`src/rtl/tsevg_pkg.sv`:
```
// Notes on behaviour
// - brake write clears output enable, sets flag
// - brake bit held until software clears it
// - trigger write sets trigger flag, requests
// - other generate bits self clear after acting
// - control update copies preload when enabled
// - output channel write sets compare flag
// - input channel write captures core counter
// - capture with flag set sets overcapture
// - bits two to four drive channels two-four
// - update write reinitialises counter, update event
// - update zeroes prescaler count, keeps factor
// - up or centre mode loads zero
// - down mode loads auto-reload value
// - update flag needs both source bits zero
package tsevg_pkg;
  localparam logic [7:0] OFS_CTRL = 8'h00;
  localparam logic [7:0] OFS_DMAEN = 8'h08;
  localparam logic [7:0] OFS_INTEN = 8'h0C;
  localparam logic [7:0] OFS_STATUS = 8'h10;
  localparam logic [7:0] OFS_EVGEN = 8'h14;
  localparam logic [7:0] OFS_PRELOAD = 8'h20;
  localparam logic [7:0] OFS_ACTIVE = 8'h24;
  localparam logic [7:0] OFS_RELOAD = 8'h2C;
  localparam logic [7:0] OFS_CAP1 = 8'h34;
  // generate and status bit positions
  localparam int BIT_UPD = 0;
  localparam int BIT_CH1 = 1;
  localparam int BIT_COM = 5;
  localparam int BIT_TRG = 6;
  localparam int BIT_BRK = 7;
  localparam int BIT_OVC1 = 9;
  // control bit positions
  localparam int CTL_UPDATE_DISABLE = 0;
  localparam int CTL_URS = 1;
  localparam int CTL_CONTROL_PRELOAD_CONTROL = 2;
  localparam int CTL_MOE = 3;
  localparam int CTL_MODE = 4;
  localparam int CTL_CHIN = 6;
  localparam int CH_CTL_W = 5;
  localparam logic [1:0] MODE_DOWN = 2'h1;
  localparam logic [9:0] CTRL_RESET = 10'h000;
  localparam logic [12:0] STATUS_MASK = 13'h1EFF;
  localparam logic [7:0] EVGEN_MASK = 8'hFF;
endpackage : tsevg_pkg

```
`src/rtl/tsevg_top.sv`:
```
`timescale 1ns/1ps
module tsevg_top
  import tsevg_pkg::*;
(
  input wire logic clk,
  input wire logic rst,
  input wire logic psel,
  input wire logic penable,
  input wire logic pwrite,
  input wire logic [7:0] paddr,
  input wire logic [31:0] pwdata,
  output logic [31:0] prdata,
  output logic pready,
  output logic pslverr,
  input wire logic [15:0] coreCount,
  output logic mainOutputEnable,
  output logic counterLoad,
  output logic [15:0] counterLoadValue,
  output logic prescalerClear,
  output logic triggerEvent,
  output logic [3:0] channelEvent,
  output logic [19:0] activeControl,
  output logic [12:0] dmaRequest,
  output logic irq
);

  typedef struct packed {
    logic [31:0] prdata;
    logic pready;
    logic pslverr;
    logic [9:0] ctrl;
    logic [12:0] dmaEn;
    logic [12:0] intEn;
    logic [12:0] status;
    logic [7:0] evgen;
    logic [19:0] preload;
    logic [19:0] active;
    logic [15:0] reload;
    logic [3:0][15:0] capture;
    logic counterLoad;
    logic [15:0] counterLoadValue;
    logic prescalerClear;
    logic triggerEvent;
    logic [3:0] channelEvent;
    logic [12:0] dmaRequest;
    logic irq;
  } tsevg_state_s;

  tsevg_state_s cur;
  tsevg_state_s next_cur;

  ////////////////////////////////////////////////////////////////////////////
  // helpers

  // sticky flag update, set wins over clear
  function automatic logic [12:0] stickyNext(input logic [12:0] old,
                                             input logic [12:0] clr,
                                             input logic [12:0] set);
    stickyNext = (old & ~clr) | set;
  endfunction : stickyNext

  function automatic logic hit(input logic [7:0] a, input logic [7:0] ofs);
    hit = (a == ofs);
  endfunction : hit

  logic access;
  logic wrEn;
  logic [7:0] genWrite;
  logic [12:0] setBits;
  logic [12:0] clrBits;
  logic mapped;

  ////////////////////////////////////////////////////////////////////////////
  // next state

  always_comb
  begin
    next_cur = cur;
    access = psel & penable & cur.pready;
    wrEn = access & pwrite;
    genWrite = 8'h00;
    setBits = 13'h0000;
    clrBits = 13'h0000;
    mapped = hit(paddr, OFS_CTRL) | hit(paddr, OFS_DMAEN) | hit(paddr, OFS_INTEN)
      | hit(paddr, OFS_STATUS) | hit(paddr, OFS_EVGEN) | hit(paddr, OFS_PRELOAD)
      | hit(paddr, OFS_ACTIVE) | hit(paddr, OFS_RELOAD)
      | (paddr[7:4] == OFS_CAP1[7:4] && paddr[1:0] == 2'h0 && paddr[3:2] != 2'h0)
      | hit(paddr, 8'h40);
    next_cur.counterLoad = 1'b0;
    next_cur.prescalerClear = 1'b0;
    next_cur.triggerEvent = 1'b0;
    next_cur.channelEvent = 4'h0;
    // generate bits other than the brake bit drop one cycle after acting
    next_cur.evgen = cur.evgen & 8'h80;
    // bus answer prepared in the setup cycle
    next_cur.pready = psel & ~penable;
    next_cur.pslverr = psel & ~penable & ~mapped;
    next_cur.prdata = 32'h00000000;
    if (psel & ~penable & ~pwrite)
    begin
      unique case (paddr)
        OFS_CTRL: next_cur.prdata = {22'h000000, cur.ctrl};
        OFS_DMAEN: next_cur.prdata = {19'h00000, cur.dmaEn};
        OFS_INTEN: next_cur.prdata = {19'h00000, cur.intEn};
        OFS_STATUS: next_cur.prdata = {19'h00000, cur.status};
        OFS_EVGEN: next_cur.prdata = 32'h00000000;
        OFS_PRELOAD: next_cur.prdata = {12'h000, cur.preload};
        OFS_ACTIVE: next_cur.prdata = {12'h000, cur.active};
        OFS_RELOAD: next_cur.prdata = {16'h0000, cur.reload};
        8'h34: next_cur.prdata = {16'h0000, cur.capture[0]};
        8'h38: next_cur.prdata = {16'h0000, cur.capture[1]};
        8'h3C: next_cur.prdata = {16'h0000, cur.capture[2]};
        8'h40: next_cur.prdata = {16'h0000, cur.capture[3]};
        default: next_cur.prdata = 32'h00000000;
      endcase
    end
    // plain register writes
    if (wrEn)
    begin
      unique case (paddr)
        OFS_CTRL: next_cur.ctrl = pwdata[9:0];
        OFS_DMAEN: next_cur.dmaEn = pwdata[12:0] & STATUS_MASK;
        OFS_INTEN: next_cur.intEn = pwdata[12:0] & STATUS_MASK;
        OFS_STATUS: clrBits = pwdata[12:0] & STATUS_MASK;
        OFS_EVGEN: genWrite = pwdata[7:0] & EVGEN_MASK;
        OFS_PRELOAD: next_cur.preload = pwdata[19:0];
        OFS_RELOAD: next_cur.reload = pwdata[15:0];
        default: next_cur.reload = cur.reload;
      endcase
    end
    // without preload control the active copy follows at once
    if (!cur.ctrl[CTL_CONTROL_PRELOAD_CONTROL])
      next_cur.active = next_cur.preload;
    else
      next_cur.active[19:15] = next_cur.preload[19:15];
    if (wrEn && hit(paddr, OFS_EVGEN))
    begin
      // brake bit kept until software writes zero
      next_cur.evgen = genWrite;
    end
    if (genWrite[BIT_BRK])
    begin
      next_cur.ctrl[CTL_MOE] = 1'b0;
      setBits[BIT_BRK] = 1'b1;
    end
    if (genWrite[BIT_TRG])
    begin
      setBits[BIT_TRG] = 1'b1;
      next_cur.triggerEvent = 1'b1;
    end
    if (genWrite[BIT_COM] && cur.ctrl[CTL_CONTROL_PRELOAD_CONTROL])
    begin
      next_cur.active[14:0] = next_cur.preload[14:0];
      setBits[BIT_COM] = 1'b1;
    end
    // one loop serves all four channels
    for (int ch = 0; ch < 4; ch++)
    begin
      if (genWrite[BIT_CH1 + ch])
      begin
        next_cur.channelEvent[ch] = 1'b1;
        setBits[BIT_CH1 + ch] = 1'b1;
        if (cur.ctrl[CTL_CHIN + ch])
        begin
          next_cur.capture[ch] = coreCount;
          if (cur.status[BIT_CH1 + ch])
            setBits[BIT_OVC1 + ch] = 1'b1;
        end
      end
    end
    if (genWrite[BIT_UPD])
    begin
      next_cur.counterLoad = 1'b1;
      next_cur.prescalerClear = 1'b1;
      if (cur.ctrl[CTL_MODE +: 2] == MODE_DOWN)
        next_cur.counterLoadValue = cur.reload;
      // up and centre modes start at zero
      else
        next_cur.counterLoadValue = 16'h0000;
      // flag only with both source bits zero
      if (!cur.ctrl[CTL_URS] && !cur.ctrl[CTL_UPDATE_DISABLE])
        setBits[BIT_UPD] = 1'b1;
    end
    next_cur.status = stickyNext(cur.status, clrBits, setBits) & STATUS_MASK;
    next_cur.irq = |(next_cur.status & cur.intEn);
    next_cur.dmaRequest = next_cur.status & cur.dmaEn;
  end

  ////////////////////////////////////////////////////////////////////////////
  // state register

  always_ff @(posedge clk)
  begin
    if (rst)
    begin
      cur <= '0;
      cur.ctrl <= CTRL_RESET;
    end
    else
      cur <= next_cur;
  end

  assign prdata = cur.prdata;
  assign pready = cur.pready;
  assign pslverr = cur.pslverr;
  assign mainOutputEnable = cur.ctrl[CTL_MOE];
  assign counterLoad = cur.counterLoad;
  assign counterLoadValue = cur.counterLoadValue;
  assign prescalerClear = cur.prescalerClear;
  assign triggerEvent = cur.triggerEvent;
  assign channelEvent = cur.channelEvent;
  assign activeControl = cur.active;
  assign dmaRequest = cur.dmaRequest;
  assign irq = cur.irq;

  ////////////////////////////////////////////////////////////////////////////
  // checks

  logic evWr;
  assign evWr = psel & penable & pready & pwrite & (paddr == OFS_EVGEN);

  a_brake_clears_moe: assert property (@(posedge clk) disable iff (rst)
    evWr && pwdata[7] |=> !mainOutputEnable && cur.status[7])
    else $error("brake write did not clear enable");

  a_brake_bit_holds: assert property (@(posedge clk) disable iff (rst)
    evWr && pwdata[7] |=> cur.evgen[7] [*1] ##1 (cur.evgen[7] || $past(evWr)))
    else $error("brake bit lost");

  a_trigger_sets_flag: assert property (@(posedge clk) disable iff (rst)
    evWr && pwdata[6] |=> triggerEvent && cur.status[6] ##1 !triggerEvent)
    else $error("trigger event missing");

  a_gen_bits_clear: assert property (@(posedge clk) disable iff (rst)
    evWr |=> ##1 (cur.evgen[6:0] == 7'h00 || $past(evWr)))
    else $error("generate bits not cleared");

  a_com_copies_preload: assert property (@(posedge clk) disable iff (rst)
    evWr && pwdata[5] && cur.ctrl[2] |=> activeControl[14:0] == cur.preload[14:0])
    else $error("control update not applied");

  a_com_skips_ch4: assert property (@(posedge clk) disable iff (rst)
    cur.ctrl[2] && !(psel && pwrite && paddr == OFS_PRELOAD) |=> $stable(activeControl[19:15]))
    else $error("fourth channel changed");

  a_chan_flag_set: assert property (@(posedge clk) disable iff (rst)
    evWr && pwdata[1] |=> cur.status[1] && channelEvent[0])
    else $error("channel flag not set");

  a_capture_count: assert property (@(posedge clk) disable iff (rst)
    evWr && pwdata[2] && cur.ctrl[7] |=> cur.capture[1] == $past(coreCount))
    else $error("capture value wrong");

  a_overcapture_set: assert property (@(posedge clk) disable iff (rst)
    evWr && pwdata[1] && cur.ctrl[6] && cur.status[1] |=> cur.status[9])
    else $error("overcapture not flagged");

  a_update_load: assert property (@(posedge clk) disable iff (rst)
    evWr && pwdata[0] |=> counterLoad && prescalerClear ##1 !counterLoad)
    else $error("update pulse wrong");

  a_down_reload: assert property (@(posedge clk) disable iff (rst)
    evWr && pwdata[0] && cur.ctrl[5:4] == 2'h1 |=> counterLoadValue == $past(cur.reload))
    else $error("down mode load wrong");

  a_up_zero: assert property (@(posedge clk) disable iff (rst)
    evWr && pwdata[0] && cur.ctrl[5:4] != 2'h1 |=> counterLoadValue == 16'h0000)
    else $error("up mode load wrong");

  a_update_flag_gate: assert property (@(posedge clk) disable iff (rst)
    evWr && pwdata[0] && (cur.ctrl[0] || cur.ctrl[1]) && !cur.status[0]
      && !(psel && pwrite && paddr == OFS_STATUS) |=> !cur.status[0])
    else $error("update flag set while blocked");

  a_evgen_reads_zero: assert property (@(posedge clk) disable iff (rst)
    psel && !penable && !pwrite && paddr == OFS_EVGEN |=> prdata == 32'h00000000)
    else $error("event register read nonzero");

  a_ch2_event: assert property (@(posedge clk) disable iff (rst)
    evWr && pwdata[2] |=> cur.status[2] && channelEvent[1])
    else $error("channel two event missing");

  a_ch3_capture: assert property (@(posedge clk) disable iff (rst)
    evWr && pwdata[3] && cur.ctrl[8] |=> cur.capture[2] == $past(coreCount))
    else $error("channel three capture wrong");

  a_ch4_event: assert property (@(posedge clk) disable iff (rst)
    evWr && pwdata[4] |=> cur.status[4] && channelEvent[3])
    else $error("channel four event missing");

  a_output_keeps_cap: assert property (@(posedge clk) disable iff (rst)
    evWr && pwdata[1] && !cur.ctrl[6] |=> $stable(cur.capture[0]))
    else $error("output channel captured");

  a_com_needs_control_preload_control: assert property (@(posedge clk) disable iff (rst)
    evWr && pwdata[5] && !cur.ctrl[2] && !cur.status[5] |=> !cur.status[5])
    else $error("control update flag without preload");

  a_trigger_only_write: assert property (@(posedge clk) disable iff (rst)
    !(evWr && pwdata[6]) |=> !triggerEvent)
    else $error("spurious trigger event");

  a_load_only_update: assert property (@(posedge clk) disable iff (rst)
    !(evWr && pwdata[0]) |=> !counterLoad)
    else $error("spurious counter load");

  a_psc_with_load: assert property (@(posedge clk) disable iff (rst)
    prescalerClear == counterLoad)
    else $error("prescaler clear without load");

  a_zero_write_idle: assert property (@(posedge clk) disable iff (rst)
    evWr && pwdata[7:0] == 8'h00 |=> !counterLoad && !triggerEvent && channelEvent == 4'h0)
    else $error("zero write caused an event");

  a_pready_after_setup: assert property (@(posedge clk) disable iff (rst)
    psel && !penable |=> pready)
    else $error("no answer after setup");

  a_pready_one_cycle: assert property (@(posedge clk) disable iff (rst)
    pready |=> !pready)
    else $error("ready held too long");

  a_unmapped_err: assert property (@(posedge clk) disable iff (rst)
    psel && !penable && paddr == 8'h04 |=> pslverr && pready)
    else $error("unmapped address accepted");

  a_irq_level: assert property (@(posedge clk) disable iff (rst)
    $stable(cur.intEn) |-> irq == (|(cur.status & cur.intEn)))
    else $error("interrupt level wrong");

  a_dma_level: assert property (@(posedge clk) disable iff (rst)
    $stable(cur.dmaEn) |-> dmaRequest == (cur.status & cur.dmaEn))
    else $error("dma request level wrong");

  c_brake: cover property (@(posedge clk) disable iff (rst) evWr && pwdata[7]);
  c_capture: cover property (@(posedge clk) disable iff (rst) cur.status[9]);
  c_update: cover property (@(posedge clk) disable iff (rst) counterLoad);
  c_irq: cover property (@(posedge clk) disable iff (rst) irq);
  c_com: cover property (@(posedge clk) disable iff (rst) evWr && pwdata[5] && cur.ctrl[2]);

endmodule : tsevg_top

```
`config.mk`:
```
export PLATFORM = sky130hd
export DESIGN_NAME = tsevg_top
export DESIGN_NICKNAME = d
export VERILOG_FILES = /design/src/rtl/tsevg_pkg.sv /design/src/rtl/tsevg_top.sv
export SDC_FILE = /design/constraint.sdc
export NUM_CORES = 1
export LEC_CHECK = 0
export ABC_AREA = 1
export BUFFER_PORTS_ARGS = -buffer_cell sky130_fd_sc_hd__clkbuf_2
export CAP_MARGIN = 20
export CORE_MARGIN = 5
export CORE_UTILIZATION = 61
export DETAILED_ROUTE_END_ITERATION = 12
export PLACE_DENSITY = 0.85
export SLEW_MARGIN = 10
export SYNTH_ARGS = -nofsm -noshare
export SYNTH_HDL_FRONTEND = slang
export SYNTH_SLANG_ARGS = --single-unit
export TNS_END_PERCENT = 10
```
`constraint.sdc`:
```
create_clock -name clk -period 3.9 [get_ports clk]
set_input_delay 0.195 -clock clk [delete_from_list [all_inputs] [get_ports clk]]
set_output_delay 0.195 -clock clk [all_outputs]
set_load 0.02 [all_outputs]
```
==> flow_summary.yaml, run 1 <==
route:
  viasPerCell: 5.67
  ant_nets: 0
  drt_wl_total_um: 26600
  drt_iter0_markers: 1003
  detail_route.wl_per_cell_um: 17.7
  drc: 0
  vias: 8521
  drt_pass1_iterations: 5
yosys:
  async_reset_ff_share_pct: 0
  synth_common_cells: "dfxtp_1, nand2_1, inv_1"
  yosysMostFrequentCell: "dfxtp_1"
  synthTopCellsByArea: "dfxtp_1, nand2_1, buf_4"
  ys_types: 32
  avgSynthCellArea_um2: 7.41
  synth_ff_type: "dfxtp_1"
  synth_top_area_share_pct: 46.2
  yosysSeqAreaShare_pct: 46.2
  synth-edff-count: 0
  yosys.area.top_type: "dfxtp_1"
  syn_area_um2: 9440
  ys.warnings.count: 0
  ys_ff_latch: 218
  netlist_instances: 1275
worst_setup_path:
  critical_path.startpoint: "penable"
  critical_path.cell_chain: "dlygate4sd3_1 -> clkbuf_2 -> nand2_1 -> inv_1 -> nand2_1 -> inv_2 -> nand2_2 -> inv_1 -> nand2_1 -> nand2_1 -> inv_1 -> a21oi_1"
  slowest_stage: "nand2_2"
  cp_max_fo: 32
  endpoint_kind: "flop"
  cpMostUsedCell: "nand2_1"
  crit_arrival_ps: 3100
  r2r_start: "pready"
  cp_slowest_stage_delay_ps: 630
  criticalPathCategory: "in -> reg"
  crit_required_ps: 4250
  cp-start-kind: "input port"
power_and_ir_drop:
  seq_power_share_pct: 51.8
  p_int_uw: 3360
  swShare_pct: 21.8
  pwr-share-comb_pct: 3.5
  p_per_area_nw_per_um2: 421
  vdd_drop_max_mv: 0.245
  leakagePower_uw: 0.00413
  clkPwrFrac_pct: 44.6
  p_switching_uw: 938
  power_uw: 4300
timing:
  post-route-period-util_pct: 70.4
  period_minus_slack_ps: 2750
  hold-worst-slack_ps: 7.53
  hold_violations: 0
  fin_setup_tns_ps: 0
  rsz0062_at_grt: "false"
  maxSlewHeadroom_pct: 25.3
  slew_viol_final: 0
  fmax_mhz: 364
  timing.final.ws_setup_ps: 1150
  worst_pin_slew_ps: 1120
  setup_violations: 0
  fin_skew_ps: 10.1
placed_design:
  place_ws_ps: 1380
  gp_congestion: 0.961
  io_buffers: 127
  dp_hpwl_um: 17700
  place_area_um2: 9490
global_route:
  busiest_layer: "met2"
  grt_usage_pct: 28.6
  antenna_found_initial: 0
  gr-total-overflow: 0
  use_met1_pct: 38.3
  grt_use_met3_pct: 5.81
  grt_max_degree: 128
  grt_pass1_wl_um: 41200
  use_met2_pct: 45.6
  grt_pass1_vias: 7874
finish:
  fin_area_um2: 10200
  multi_input_area_um2: 3610
  area_delta_synth_final_pct: 8.19
  antennaDiodeCount: 0
  fill_cells: 1258
  drive_above_1_share_pct: 14.7
  regArea_um2: 4360
  nNetsFinal: 1366
clocking:
  h-tree-depth: 1
  cts_setup_buffers: 0
  cts_root_buffer: "clkbuf_16"
  cts_tree: "built"
  clkLatencyLatePin_ps: 510
  cts-buffers-inserted: 22
  path_clk_slew_ps: 60
  clock-sinks: 218
  cts_buffer_depth: 3
floorplanning:
  die_w_um: 134
  start_util_pct: 62.1
  rows: 45
  coreArea_um2: 15200
  fp.dieArea_um2: 18100
  die_h_um: 134
  num_io_pins: 153
outcome:
  outcome: "completed"
hold_path:
  hp-class: "in -> reg"
  hp-start: "psel"
flow_run:
  drv_cap: 0
per-layer routing:
| layer | vias up | wire length [µm] |
|---|---|---|
| met1 | 3876 | 10600 |
| met3 | 78 | 3050 |
| met2 | 481 | 11900 |
| li1 | 4086 | - |
| met4 | 0 | 1000 |
| met5 | - | 0 |
metrics by stage:
| stage | cells | util, % |
|---|---|---|
| 5_1_grt | 1504 | 67.2 |
| 4_1_cts | 1504 | 67.2 |
| 6_report | 1504 | 67.2 |
| 2_1_floorplan | 1287 | - |
| 3_3_place_gp | 1460 | 62.4 |
| 3_5_place_dp | 1460 | 62.4 |
cell type report:
cell class              count  share of cell area, %
flip-flops and latches    218                   42.7
multi-input cells         763                   35.3
repair buffers            145                   7.76
clock buffers              32                   6.06
inverters                 155                   5.70
well taps                 188                   2.30
clock inverters             3                  0.147
worst max-delay path: cells and delay by family:
kind	cells	cell delay [ps]
compound gates	1	60
simple gates	5	1440
buf+inv	6	1370
worst paths after layout:
| kind | endpoint | slack, ps | cells after the start |
|---|---|---|---|
| worst max-delay path | activeControl[12] | 1150 | 12 |
| worst min-delay path | pready | 8 | 3 |
| worst max register to register | activeControl[12] | 1220 | 10 |
| worst min register to register | cur[74] | 450 | 2 |
layout by cell type (no fill, tap or decap), types with 2 or more instances in the layout:
master and instances:
dfxtp_1 218, nand2_1 206, inv_1 145, o21ai_0 129, nor2_1 128, clkbuf_2 127
a21oi_1 115, nand3_1 54, clkbuf_16 23, nor3_1 20, o22ai_1 17, a211oi_1 16
o21ai_1 13, conb_1 13, inv_2 10, dlygate4sd3_1 9, buf_4 9, nand4_1 8
clkbuf_1 8, nor2_2 7, nor2_4 6, o2111ai_1 6, nand2_2 4, o221ai_1 4
and3_1 4, o211ai_1 3, mux2i_1 3, clkinv_2 3, a211oi_2 2
power by group through the flow:
stage	sequential, µW	combinational (µW)	clock (µW)
after CTS	2230	148	1930
final	2230	152	1920
after floorplan	2280	85.9	0
after detailed placement	2280	139	0
after global placement	2280	137	0
after global routing	2230	163	2030
flip-flops by register name, indices dropped and copies added (netlist names):
signal            count
pready                1
channelEvent          4
mainOutputEnable      1
dmaRequest           12
activeControl        15
cur                 145
pslverr               1
counterLoadValue     16
prdata               20
irq                   1
triggerEvent          1
counterLoad           1
kinds of logic (layout without fill, tap and decap cells):
family | after synthesis | in the layout | share of synthesized area [%]
DFF | 218 | 218 | 46.2
and+or+nand+nor | 439 | 439 | 19.6
AOI/OAI and AO/OA | 308 | 308 | 17.7
buffers and inverters | 306 | 335 | 16.1
other | 1 | 13 | 0.0397
muxes | 3 | 3 | 0.318
repair_timing:
action / in CTS / in global routing
hold buffers: 9 / 0
endpoints found under the hold margin: 9 / 0
gates resized for setup: 0 / 0
Note: power is estimated with default switching activity, not from simulation.
==> inputs of run 2 (changes only) <==
Settings changed: CORE_UTILIZATION 61 to 56, PLACE_DENSITY 0.85 to 0.79.
Clock period 3.9 ns to 2.58 ns, I/O delays scaled along.
==> run 2 against run 1 <==
  * Core utilization down 2.6 points
  * Clock skew down 1.3 ps
  * Die area up 8.3%
  * Via count up 0.82%
  * Combinational power up 72%
  * Final cell count up 5.1%
  * Sequential share of layout area down 2.0 points
  * Register-to-register slack worse by 760 ps
  * First-iteration DRC count down 14%
  * Critical endpoint is now cur[91]
  * Largest cell class unchanged
==> flow_summary.yaml, run 2 (synthesis gave the netlist of run 1 again) <==
outcome:
  outcome: "completed"
worst_setup_path:
  rr_worst_depth: 9
  r2r_start: "pready"
  crit_family: "simple AND/OR/NAND/NOR gates"
  r2r_end: "cur[91]"
  criticalPathCategory: "reg -> reg"
  crit_arrival_ps: 2510
  cp-start-kind: "flop"
  critical_path.cell_chain: "nand2_1 -> inv_1 -> nand2_1 -> buf_4 -> nor2_1 -> nand3_1 -> buf_4 -> o21ai_0 -> a21oi_1"
  crit_required_ps: 2960
  r2r_slack_ps: 460
  cp_slowest_stage_delay_ps: 340
  cp_max_fo: 32
  worst-path-buf-inv: 3
  slowest_stage: "dfxtp_1"
  endpoint_kind: "flop"
finish:
  antennaDiodeCount: 0
  final-instance-count-excl-fill: 1580
  multi_input_area_um2: 3610
  fill_cells: 1445
  area_delta_synth_final_pct: 13.5
  drive_above_1_share_pct: 15.7
  nNetsFinal: 1406
  utilization_pct: 64.6
  top_register: "cur"
  final_common_cell: "dfxtp_1"
  final_cell_mix: "dfxtp_1, nand2_1, inv_1, o21ai_0, nor2_1"
  regArea_um2: 4360
  largest_register_ffs: 145
placed_design:
  io_buffers: 127
  dpl.cell_count: 1506
  dp_hpwl_um: 18100
  gp_congestion: 1.00
route:
  vias: 8591
  drt_iter0_markers: 859
  detail_route.wl_per_cell_um: 16.9
  drc: 0
  drt_pass1_iterations: 6
  viasPerCell: 5.44
  drt_wl_total_um: 26800
  ant_nets: 0
hold_path:
  min_delay_worst_endpoint: "cur[182]"
  hp-start: "pwdata[4]"
  worstHoldPathCells: 3
  hp-class: "in -> reg"
global_route:
  grt_pass1_wl_um: 42100
  grt_usage_pct: 26.3
  gr-total-overflow: 0
  grt_max_degree: 128
  grt_pass1_vias: 8103
  antenna_found_initial: 0
timing:
  hold_violations: 0
  post-route-period-util_pct: 82.3
  period_minus_slack_ps: 2120
  fin_skew_ps: 8.75
  setup_violations: 0
  fmax_mhz: 471
  fin_setup_tns_ps: 0
  slew_viol_final: 0
  maxSlewHeadroom_pct: 47.4
  worst_pin_slew_ps: 788
  hold-worst-slack_ps: 28.9
  rsz0062_at_grt: "false"
power_and_ir_drop:
  p_per_area_nw_per_um2: 633
  vdd_drop_max_mv: 0.388
  power_uw: 6780
  seq_power_share_pct: 49.6
  swShare_pct: 21.8
  leakagePower_uw: 0.00434
  clkPwrFrac_pct: 46.5
  p_switching_uw: 1480
  pwr-share-comb_pct: 3.9
  p_int_uw: 5310
clocking:
  cts_buffer_depth: 3
  cts_root_buffer: "clkbuf_16"
  cts_setup_buffers: 0
  clock-sinks: 218
  h-tree-depth: 1
  cts_resized: 0
  ctsHoldBuffers: 35
  path_clk_slew_ps: 60
  cts-buffers-inserted: 22
  cts_tree: "built"
  clkLatencyLatePin_ps: 510
floorplanning:
  rows: 47
  die_w_um: 140
  start_util_pct: 56.9
  fp.dieArea_um2: 19600
  coreArea_um2: 16600
  num_io_pins: 153
  die_h_um: 140
flow_run:
  drv_cap: 0
run 2: final cells by class:
type,instances,share of cell area (%)
Tap cell,220,2.57
Inverter,155,5.43
Sequential cell,218,40.7
Multi-Input combinational cell,763,33.7
Timing Repair Buffer,185,10.9
Clock buffer,33,6.10
Clock inverter,6,0.584
run 2: layer usage:
layer	global-route usage [%]	share of wire (%)	vias up
met3	5.87	11	62
met1	35.4	41	3903
li1	-	-	4181
met4	11.6	3.5	0
met2	40.6	45	445
met5	0	0	-
run 2: metrics by stage:
| stage | instance area (µm²) | setup slack, ps |
|---|---|---|
| after floorplan | 9490 | 954 |
| final | 10700 | 458 |
| after detailed placement | 9650 | 552 |
| after global placement | 9650 | 621 |
| after global routing | 10700 | 302 |
| after CTS | 10700 | 522 |
run 2: tightest hold or removal path, cell delays in order:
cell	delay [ps]
clkbuf_2	160
inv_1	120
a211oi_1	80
run 2: power groups by stage:
| stage | Clock, µW | Sequential, µW | Combinational, µW |
|---|---|---|---|
| 3_5_place_dp | 0 | 3440 | 213 |
| 4_1_cts | 3180 | 3370 | 256 |
| 3_3_place_gp | 0 | 3440 | 210 |
| 2_1_floorplan | 0 | 3440 | 130 |
| 5_1_grt | 3340 | 3360 | 283 |
| 6_report | 3150 | 3370 | 262 |
run 2: worst max path at each step:
stage,end,from,cells after the start,slack [ps]
6_report,cur[91],pready,9,460
5_1_grt,cur[91],pready,9,300
4_1_cts,cur[91],pready,9,520
3_5_place_dp,cur[91],pready,9,550
3_3_place_gp,irq,pready,14,620
2_1_floorplan,cur[100],pready,9,950
